File: config.mk
export PLATFORM = sky130hd
export DESIGN_NAME = pso_settings
export DESIGN_NICKNAME = d
export VERILOG_FILES = /design/src/common/pso_pkg.sv /design/src/hdl/pso_settings.sv
export SDC_FILE = /design/constraint.sdc
export NUM_CORES = 1
export LEC_CHECK = 0
export BUFFER_PORTS_ARGS = -buffer_cell sky130_fd_sc_hd__clkbuf_2
export CELL_PAD_IN_SITES_DETAIL_PLACEMENT = 0
export CELL_PAD_IN_SITES_GLOBAL_PLACEMENT = 2
export CORE_ASPECT_RATIO = 0.9
export CORE_MARGIN = 2
export CORE_UTILIZATION = 25
export DETAILED_ROUTE_END_ITERATION = 8
export PLACE_DENSITY = 0.62
export REMOVE_ABC_BUFFERS = 1
export SLEW_MARGIN = 20
export SYNTH_ARGS = -nofsm -noshare
export SYNTH_HDL_FRONTEND = slang
export SYNTH_SLANG_ARGS = --single-unit
export TNS_END_PERCENT = 100
File: constraint.sdc
create_clock -name clk -period 4.3 [get_ports clk]
set_clock_uncertainty 0.2 [all_clocks]
set_input_delay 1.075 -clock clk [delete_from_list [all_inputs] [get_ports clk]]
set_output_delay 1.075 -clock clk [all_outputs]
set_load 0.05 [all_outputs]
File: src/common/pso_pkg.sv
// Purpose: Shared constants and types for the phase-shed and
//          over-temperature settings block.
// Assumes: 8-bit command codes, 16-bit register words.
// Notes:   Reset values are plain defaults, overridable per instance.
package pso_pkg;
	// Command codes
	localparam logic [7:0] PSO_ADDR_LVL32 = 8'hE4;
	localparam logic [7:0] PSO_ADDR_LVL54 = 8'hE5;
	localparam logic [7:0] PSO_ADDR_SPA = 8'hE6;
	localparam logic [7:0] PSO_ADDR_SPB = 8'hE7;
	localparam logic [7:0] PSO_ADDR_HYS = 8'hE8;
	localparam logic [7:0] PSO_ADDR_OT = 8'hE9;
	// Field positions
	localparam int PSO_HI_MSB = 15;
	localparam int PSO_HI_LSB = 8;
	localparam int PSO_LO_MSB = 7;
	localparam int PSO_OT_EN_BIT = 15;
	localparam int PSO_OT_RESP_BIT = 14;
	localparam int PSO_OT_HYS_MSB = 13;
	localparam int PSO_OT_HYS_LSB = 8;
	// Fixed and reset values
	localparam logic [15:0] PSO_SPARE_VAL = 16'hFFFF;
	localparam logic [15:0] PSO_RST_LVL32 = 16'h0000;
	localparam logic [15:0] PSO_RST_LVL54 = 16'h0000;
	localparam logic [7:0] PSO_RST_HYS = 8'h00;
	localparam logic [15:0] PSO_RST_OT = 16'h0000;
	// Threshold and phase counts, current input width
	localparam int PSO_NUM_TH = 6;
	localparam logic [2:0] PSO_MAX_PH = 3'h6;
	localparam logic [2:0] PSO_MIN_PH = 3'h1;
	localparam int PSO_IW = 10;
	// Shedding levels, full phase count first
	typedef enum logic [2:0] {
		PSO_P6, PSO_P5, PSO_P4, PSO_P3, PSO_P2,
		PSO_P1C, PSO_P1D
	} pso_phase_t;
	typedef enum logic [1:0] {
		PSO_OT_IDLE, PSO_OT_HICCUP, PSO_OT_LATCH
	} pso_ot_t;
endpackage

File: src/hdl/pso_settings.sv
// Purpose: Phase-shed thresholds, shed hysteresis and sense-input
//          over-temperature settings, with their comparison logic.
// Assumes: Current and sense codes come from same-clock logic.
// Notes:   Register port is the device's own command-code access.
// Overview of operation
// - With auto shedding on, total current sets how many phases stay on.
// - Drop-to-three threshold sits in the upper byte of word E4.
// - Drop-to-two threshold sits in the lower byte of word E4.
// - Drop-to-five threshold sits in the upper byte of word E5.
// - Drop-to-four threshold sits in the lower byte of word E5.
// - Thresholds and hysteresis count 1 A, or 2 A when scale select is 1.
// - An eight-bit field holds the shedding current hysteresis.
// - Sense over-temperature protection works only while bit 15 is one.
// - Bit 14 picks response: zero hiccup recovery, one latch off.
// - Six-bit code sets hysteresis for leaving hiccup protection.
// - Protection trips when sensed code crosses the eight-bit threshold.
// - Single-phase CCM and DCM thresholds use the same current scaling.
`timescale 1ns/1ps
`default_nettype none
module pso_settings #(
	parameter int IW = pso_pkg::PSO_IW,
	parameter logic [15:0] RST_LVL32 = pso_pkg::PSO_RST_LVL32,
	parameter logic [15:0] RST_LVL54 = pso_pkg::PSO_RST_LVL54,
	parameter logic [7:0] RST_HYS = pso_pkg::PSO_RST_HYS,
	parameter logic [15:0] RST_OT = pso_pkg::PSO_RST_OT
) (
	// Clock and reset
	input wire logic clk,
	input wire logic resetn,
	// Register access
	input wire logic reg_wr,
	input wire logic reg_rd,
	input wire logic [7:0] reg_code,
	input wire logic [15:0] reg_wdata,
	output logic [15:0] reg_rdata,
	output logic reg_ack,
	output logic reg_miss,
	// Shedding inputs
	input wire logic auto_phase_shedding,
	input wire logic total_amp_scale_select,
	input wire logic [15:0] single_levels,
	input wire logic [IW-1:0] total_amps,
	// Shedding outputs
	output logic [2:0] active_phases,
	output logic single_discontinuous,
	// Temperature sense
	input wire logic [7:0] temp_sense_input,
	output logic overtemp_active,
	output logic overtemp_latched
);
	import pso_pkg::*;

	localparam int SW = IW + 2;

	logic rst_q1, rst_q2;
	always_ff @(posedge clk or negedge resetn) begin
		if (!resetn) begin
			rst_q1 <= 1'b0;
			rst_q2 <= 1'b0;
		end else begin
			rst_q1 <= 1'b1;
			rst_q2 <= rst_q1;
		end
	end
	wire logic rstn = rst_q2;

	// Register file
	logic [15:0] lvl32_reg, lvl32_next;
	logic [15:0] lvl54_reg, lvl54_next;
	logic [7:0] hys_reg, hys_next;
	logic [15:0] ot_reg, ot_next;
	logic [15:0] rdata_next;
	logic hit;

	always_comb begin
		lvl32_next = lvl32_reg;
		lvl54_next = lvl54_reg;
		hys_next = hys_reg;
		ot_next = ot_reg;
		rdata_next = 16'h0000;
		hit = 1'b1;
		case (reg_code)
			PSO_ADDR_LVL32: begin
				if (reg_wr)
					lvl32_next = reg_wdata;
				rdata_next = lvl32_reg;
			end
			PSO_ADDR_LVL54: begin
				if (reg_wr)
					lvl54_next = reg_wdata;
				rdata_next = lvl54_reg;
			end
			// Spare levels are fixed; writes are dropped
			PSO_ADDR_SPA, PSO_ADDR_SPB: rdata_next = PSO_SPARE_VAL;
			PSO_ADDR_HYS: begin
				if (reg_wr)
					hys_next = reg_wdata[PSO_LO_MSB:0];
				rdata_next = {8'h00, hys_reg};
			end
			PSO_ADDR_OT: begin
				if (reg_wr)
					ot_next = reg_wdata;
				rdata_next = ot_reg;
			end
			default: hit = 1'b0;
		endcase
	end

	always_ff @(posedge clk or negedge rstn) begin
		if (!rstn) begin
			lvl32_reg <= RST_LVL32;
			lvl54_reg <= RST_LVL54;
			hys_reg <= RST_HYS;
			ot_reg <= RST_OT;
			reg_rdata <= 16'h0000;
			reg_ack <= 1'b0;
			reg_miss <= 1'b0;
		end else begin
			lvl32_reg <= lvl32_next;
			lvl54_reg <= lvl54_next;
			hys_reg <= hys_next;
			ot_reg <= ot_next;
			reg_rdata <= reg_rd ? rdata_next : 16'h0000;
			reg_ack <= reg_rd | reg_wr;
			reg_miss <= (reg_rd | reg_wr) & ~hit;
		end
	end

	// Thresholds, index k is the drop from level k to k+1
	logic [7:0] th_raw [PSO_NUM_TH];
	logic [SW-1:0] th_amp [PSO_NUM_TH];
	logic [SW-1:0] hys_amp;
	assign th_raw[0] = lvl54_reg[PSO_HI_MSB:PSO_HI_LSB];
	assign th_raw[1] = lvl54_reg[PSO_LO_MSB:0];
	assign th_raw[2] = lvl32_reg[PSO_HI_MSB:PSO_HI_LSB];
	assign th_raw[3] = lvl32_reg[PSO_LO_MSB:0];
	assign th_raw[4] = single_levels[PSO_HI_MSB:PSO_HI_LSB];
	assign th_raw[5] = single_levels[PSO_LO_MSB:0];

	// Scaling keeps the coarse step by shifting, so no multiplier
	genvar gi;
	generate
		for (gi = 0; gi < PSO_NUM_TH; gi++) begin : g_scale
			assign th_amp[gi] = total_amp_scale_select ?
				SW'({th_raw[gi], 1'b0}) : SW'(th_raw[gi]);
		end
	endgenerate
	assign hys_amp = total_amp_scale_select ?
		SW'({hys_reg, 1'b0}) : SW'(hys_reg);

	// Shedding level machine
	pso_phase_t ph_reg, ph_next;
	logic [2:0] ph_idx;
	logic [SW-1:0] amps, drop_th, rise_th;
	logic [2:0] phases_next;

	assign ph_idx = 3'(ph_reg);
	assign amps = SW'(total_amps);

	always_comb begin
		drop_th = '0;
		rise_th = '0;
		if (ph_idx < 3'(PSO_NUM_TH))
			drop_th = th_amp[ph_idx];
		if (ph_idx != 3'h0)
			rise_th = th_amp[ph_idx - 3'h1] + hys_amp;
	end

	always_comb begin
		ph_next = ph_reg;
		if (!auto_phase_shedding) begin
			ph_next = PSO_P6;
		end else begin
			// One level per cycle keeps each step observable
			case (ph_reg)
				PSO_P6: begin
					if (amps < drop_th)
						ph_next = PSO_P5;
				end
				PSO_P5, PSO_P4, PSO_P3, PSO_P2, PSO_P1C: begin
					if (amps > rise_th)
						ph_next = pso_phase_t'(ph_idx - 3'h1);
					else if (amps < drop_th)
						ph_next = pso_phase_t'(ph_idx + 3'h1);
				end
				PSO_P1D: begin
					if (amps > rise_th)
						ph_next = PSO_P1C;
				end
				default: ph_next = PSO_P6;
			endcase
		end
		if (ph_next == PSO_P1C || ph_next == PSO_P1D)
			phases_next = PSO_MIN_PH;
		else
			phases_next = PSO_MAX_PH - 3'(ph_next);
	end

	always_ff @(posedge clk or negedge rstn) begin
		if (!rstn) begin
			ph_reg <= PSO_P6;
			active_phases <= PSO_MAX_PH;
			single_discontinuous <= 1'b0;
		end else begin
			ph_reg <= ph_next;
			active_phases <= phases_next;
			single_discontinuous <= (ph_next == PSO_P1D);
		end
	end

	// Sense over-temperature
	pso_ot_t ot_st_reg, ot_st_next;
	logic ot_en, ot_resp;
	logic [7:0] ot_thre, ot_hys, ot_exit;
	assign ot_en = ot_reg[PSO_OT_EN_BIT];
	assign ot_resp = ot_reg[PSO_OT_RESP_BIT];
	assign ot_thre = ot_reg[PSO_LO_MSB:0];
	assign ot_hys = 8'(ot_reg[PSO_OT_HYS_MSB:PSO_OT_HYS_LSB]);
	// Floor at zero so a large hysteresis cannot wrap
	assign ot_exit = (ot_hys > ot_thre) ? 8'h00 : ot_thre - ot_hys;

	always_comb begin
		ot_st_next = ot_st_reg;
		if (!ot_en) begin
			ot_st_next = PSO_OT_IDLE;
		end else begin
			case (ot_st_reg)
				PSO_OT_IDLE: begin
					if (temp_sense_input >= ot_thre)
						ot_st_next = ot_resp ? PSO_OT_LATCH
							: PSO_OT_HICCUP;
				end
				PSO_OT_HICCUP: begin
					if (temp_sense_input < ot_exit)
						ot_st_next = PSO_OT_IDLE;
				end
				// Latched off until protection is disabled or reset
				PSO_OT_LATCH: ot_st_next = PSO_OT_LATCH;
				default: ot_st_next = PSO_OT_IDLE;
			endcase
		end
	end

	always_ff @(posedge clk or negedge rstn) begin
		if (!rstn) begin
			ot_st_reg <= PSO_OT_IDLE;
			overtemp_active <= 1'b0;
			overtemp_latched <= 1'b0;
		end else begin
			ot_st_reg <= ot_st_next;
			overtemp_active <= (ot_st_next != PSO_OT_IDLE);
			overtemp_latched <= (ot_st_next == PSO_OT_LATCH);
		end
	end

	// Checks
	shed_off_full_a: assert property (@(posedge clk) disable iff (!rstn)
		!auto_phase_shedding |=> active_phases == PSO_MAX_PH)
		else $error("phase count not full with shedding off");
	shed_drop_a: assert property (@(posedge clk) disable iff (!rstn)
		auto_phase_shedding && ph_reg == PSO_P6 && amps < th_amp[0]
		|=> active_phases == PSO_MAX_PH - 3'h1)
		else $error("no drop to five below threshold");
	lvl32_bytes_a: assert property (@(posedge clk) disable iff (!rstn)
		reg_wr && reg_code == PSO_ADDR_LVL32 |=> th_raw[2] ==
		$past(reg_wdata[PSO_HI_MSB:PSO_HI_LSB]) &&
		th_raw[3] == $past(reg_wdata[PSO_LO_MSB:0]))
		else $error("E4 byte lanes misplaced");
	lvl54_bytes_a: assert property (@(posedge clk) disable iff (!rstn)
		reg_wr && reg_code == PSO_ADDR_LVL54 ##1 reg_rd &&
		reg_code == PSO_ADDR_LVL54 |=> reg_rdata == $past(reg_wdata, 2))
		else $error("E5 readback mismatch");
	hys_read_a: assert property (@(posedge clk) disable iff (!rstn)
		reg_rd && reg_code == PSO_ADDR_HYS |=>
		reg_rdata[PSO_HI_MSB:PSO_HI_LSB] == 8'h00)
		else $error("hysteresis upper byte not zero");
	shed_hold_a: assert property (@(posedge clk) disable iff (!rstn)
		auto_phase_shedding && ph_reg == PSO_P5 && amps >= th_amp[0] &&
		amps <= rise_th |=> ph_reg == PSO_P5)
		else $error("level changed inside hysteresis band");
	ot_off_a: assert property (@(posedge clk) disable iff (!rstn)
		!ot_en |=> !overtemp_active && !overtemp_latched)
		else $error("protection active while disabled");
	ot_trip_a: assert property (@(posedge clk) disable iff (!rstn)
		ot_en && ot_st_reg == PSO_OT_IDLE && temp_sense_input >= ot_thre
		|=> overtemp_active && overtemp_latched == $past(ot_resp))
		else $error("trip missed or wrong response");
	ot_latch_a: assert property (@(posedge clk) disable iff (!rstn)
		overtemp_latched && ot_en ##1 ot_en |-> overtemp_latched)
		else $error("latched protection released");
	ot_exit_a: assert property (@(posedge clk) disable iff (!rstn)
		ot_en && ot_st_reg == PSO_OT_HICCUP && temp_sense_input < ot_exit
		|=> !overtemp_active)
		else $error("hiccup exit missed");
endmodule
`default_nettype wire

==> impl_metrics.yaml <==
timing:
  finalSetupViolCount: 7
  setup_tns_ns: -8.446
  rsz0062_at_grt: "yes"
  setup_ws_ns: -1.553
  hold_viol: 0
  tightest_slew_ns: 0.7690
  period_minus_slack_ns: 5.853
  final-max-slew-violation-count: 0
  period_share_pct: 136.1
  relSlewSlack_pct: 48.61
  max_freq_mhz: 170.9
logic_synthesis:
  synth-compound-area-share_pct: 15.02
  synth_simple_gate_area_share_pct: 10.02
  synth_edf_count: 0
  synth_xor_area_share_pct: 1.431
  synth_most_common_cell: "dfrtp_1"
  ys.flop_type: "dfrtp_1"
  netlist_top_cells_area: "dfrtp_1 (32%), mux2_2 (14%), ha_1 (11%)"
  avgSynthCellArea_um2: 10.60
  synthAdderAreaFrac_pct: 11.19
  async_reset_ff_share_pct: 100.0
  synth_commonest_cells: "dfrtp_1 (85), mux2_2 (81), ha_1 (57), a21oi_1 (39), nand2_1 (37)"
  synth-seq-cells: 87
  synth_mux_area_share_pct: 25.91
  synth_area_leader_cell: "dfrtp_1"
  synth_top_family_by_area: "multiplexers"
  yosysSeqAreaShare_pct: 32.37
  syn_inst: 635
  syn-cell-area_um2: 6733
  ys_warn_count: 0
  synth_top_area_share_pct: 31.59
  ys_types: 72
finish:
  multi_input_area_um2: 4461
  register_area_um2: 2185
  layout.nets: 966
  drive_above_1_share_pct: 47.29
  layoutNonFillerInstCount: 1196
  post-route-util_pct: 34.56
  diodes: 0
  nFillCells: 2695
  area_delta_synth_final_pct: 34.86
floorplan:
  rows: 56
  core_um2: 26280
  ioPinCount: 88
  die_height_um: 159.7
  die-area_um2: 28260
  start_util_pct: 25.62
  die_w_um: 177.0
global_route:
  grt_start_max_net_pins: 53
  grt_overflow: 0
  grt_pass1_wl_mm: 33.25
  use_met3_pct: 3.048
  antenna_found_initial: 0
  grt_usage_pct: 15.05
  grt_pass1_vias: 6054
  grtUsageMet2_pct: 24.80
  busiest_layer: "met2"
  grtUsageMet1_pct: 20.86
setup_path:
  slowest_stage: "mux4_2"
  crit_type: "reg2reg"
  crit_required_ns: 4.38
  path_common_cell: "mux2_4"
  crit_arrival_ns: 5.93
  cp_top_family: "compound AO/OA/AOI/OAI gates"
  cp.depth: 27
  r2r_cells: 27
  worst_path_largest_cell_delay_ns: 0.45
  cp-endpoint: "active_phases[2]"
  r2r-end: "active_phases[2]"
  regToRegSetupSlack_ns: -1.55
  worstSetupEndpointType: "register"
  cp-startpoint: "ph_idx[0]"
  path_buf_inv: 4
  crit_fanout: 6
  reg2reg_from: "ph_idx[0]"
  startpoint_type: "register"
drt:
  wl_mm: 20.88
  final_antenna_net_count: 0
  drt_pre_antenna_iters: 4
  drc_errors: 0
  vias: 5645
  drt_iter0_drc: 310
  via_per_inst: 4.720
  wl_per_cell_um: 17.46
power_and_ir_drop:
  total_power_mw: 3.871
  p_leak_nw: 4.228
  vdd_drop_max_uv: 268.5
  p_per_area_nw_per_um2: 426.3
job:
  maxCapViolations: 0
cts:
  numCtsBuffers: 9
  cts_sinks: 87
  clkTransAtPathRegs_ns: 0.07
  cts_root_buf: "clkbuf_16"
  cts_hold_buf: 0
  htreeDepth: 3
  clockBufferDepth: 2
  clock_latency_ns: 0.35
  cts_tree: "built"
place:
  portBuffers: 87
  hpwl_mm: 16.62
  placed_cells: 1164
  globalplace.congestion: 0.8329
hold_path:
  worstHoldStart: "rst_q1"
  hold_class: "reg2reg"
outcome:
  violations: "setup timing"
  status: "finished with violations"
[layer usage]
metal	up-vias	part of all wire [%]	wire length (µm)
met5	-	0	0
met4	0	0.24	50
met3	4	3.1	652
met2	81	48	9981
met1	2796	49	10200
li1	2764	-	-
[what timing repair did]
action	4_1_cts	5_1_grt
setup buffers	13	7
endpoints found under the setup margin	7	7
gates resized for setup	44	15
pin swaps	28	17
[final cells by class]
| class | instances | area share (%) |
|---|---|---|
| multi-input combinational | 485 | 49.12 |
| sequential | 87 | 24.06 |
| timing repair buffer | 230 | 17.13 |
| tap | 348 | 4.795 |
| clock buffer | 10 | 2.632 |
| inverter | 30 | 1.240 |
| clock inverter | 6 | 1.020 |
[cells by family after synthesis]
logic type	Yosys count
flops	87
xor+xnor	11
compound gates	146
simple gates	130
other cells	1
buf+inv	63
mux	138
fa+ha+maj	59
[cell usage in the layout, fill, tap and decap left out, drive strengths merged, types with 9 or more instances in the layout]
| cell type | count |
|---|---|
| a211oi | 12 |
| a21o | 14 |
| a21oi | 39 |
| a221oi | 9 |
| buf | 143 |
| clkbuf | 97 |
| dfrtp | 85 |
| ha | 57 |
| inv | 31 |
| mux2 | 94 |
| mux2i | 25 |
| mux4 | 19 |
| nand2 | 38 |
| nand2b | 12 |
| nor2 | 26 |
| o21ai | 31 |
| or2 | 12 |
[how the worst min path moves through the flow]
stage	cells past startpoint	slack, ns	endpoint
final	0	0.16	rst_q2
after CTS	0	0.16	rst_q2
after detailed placement	0	0.14	rst_q2
after global placement	0	0.14	rst_q2
after floorplan	0	0.13	rst_q2
after global routing	0	0.18	rst_q2
[metrics by stage]
step                      setup WS (ns)  hold WS (ns)  instance area, µm²
after global placement           -1.923        0.1389                8404
after floorplan                  -3.586        0.1312                6575
after global routing             -1.813        0.1827                9080
after detailed placement         -1.971        0.1357                8404
after CTS                        -1.553        0.1626                8962
final                            -1.553        0.1555                9080
[report_power, final]
group	internal (mW)	switching [mW]	total (mW)
combinational	1.05	1.04	2.08
sequential	0.874	0.0411	0.915
clock	0.528	0.344	0.872
No activity file was read; power rests on OpenSTA's default activity.
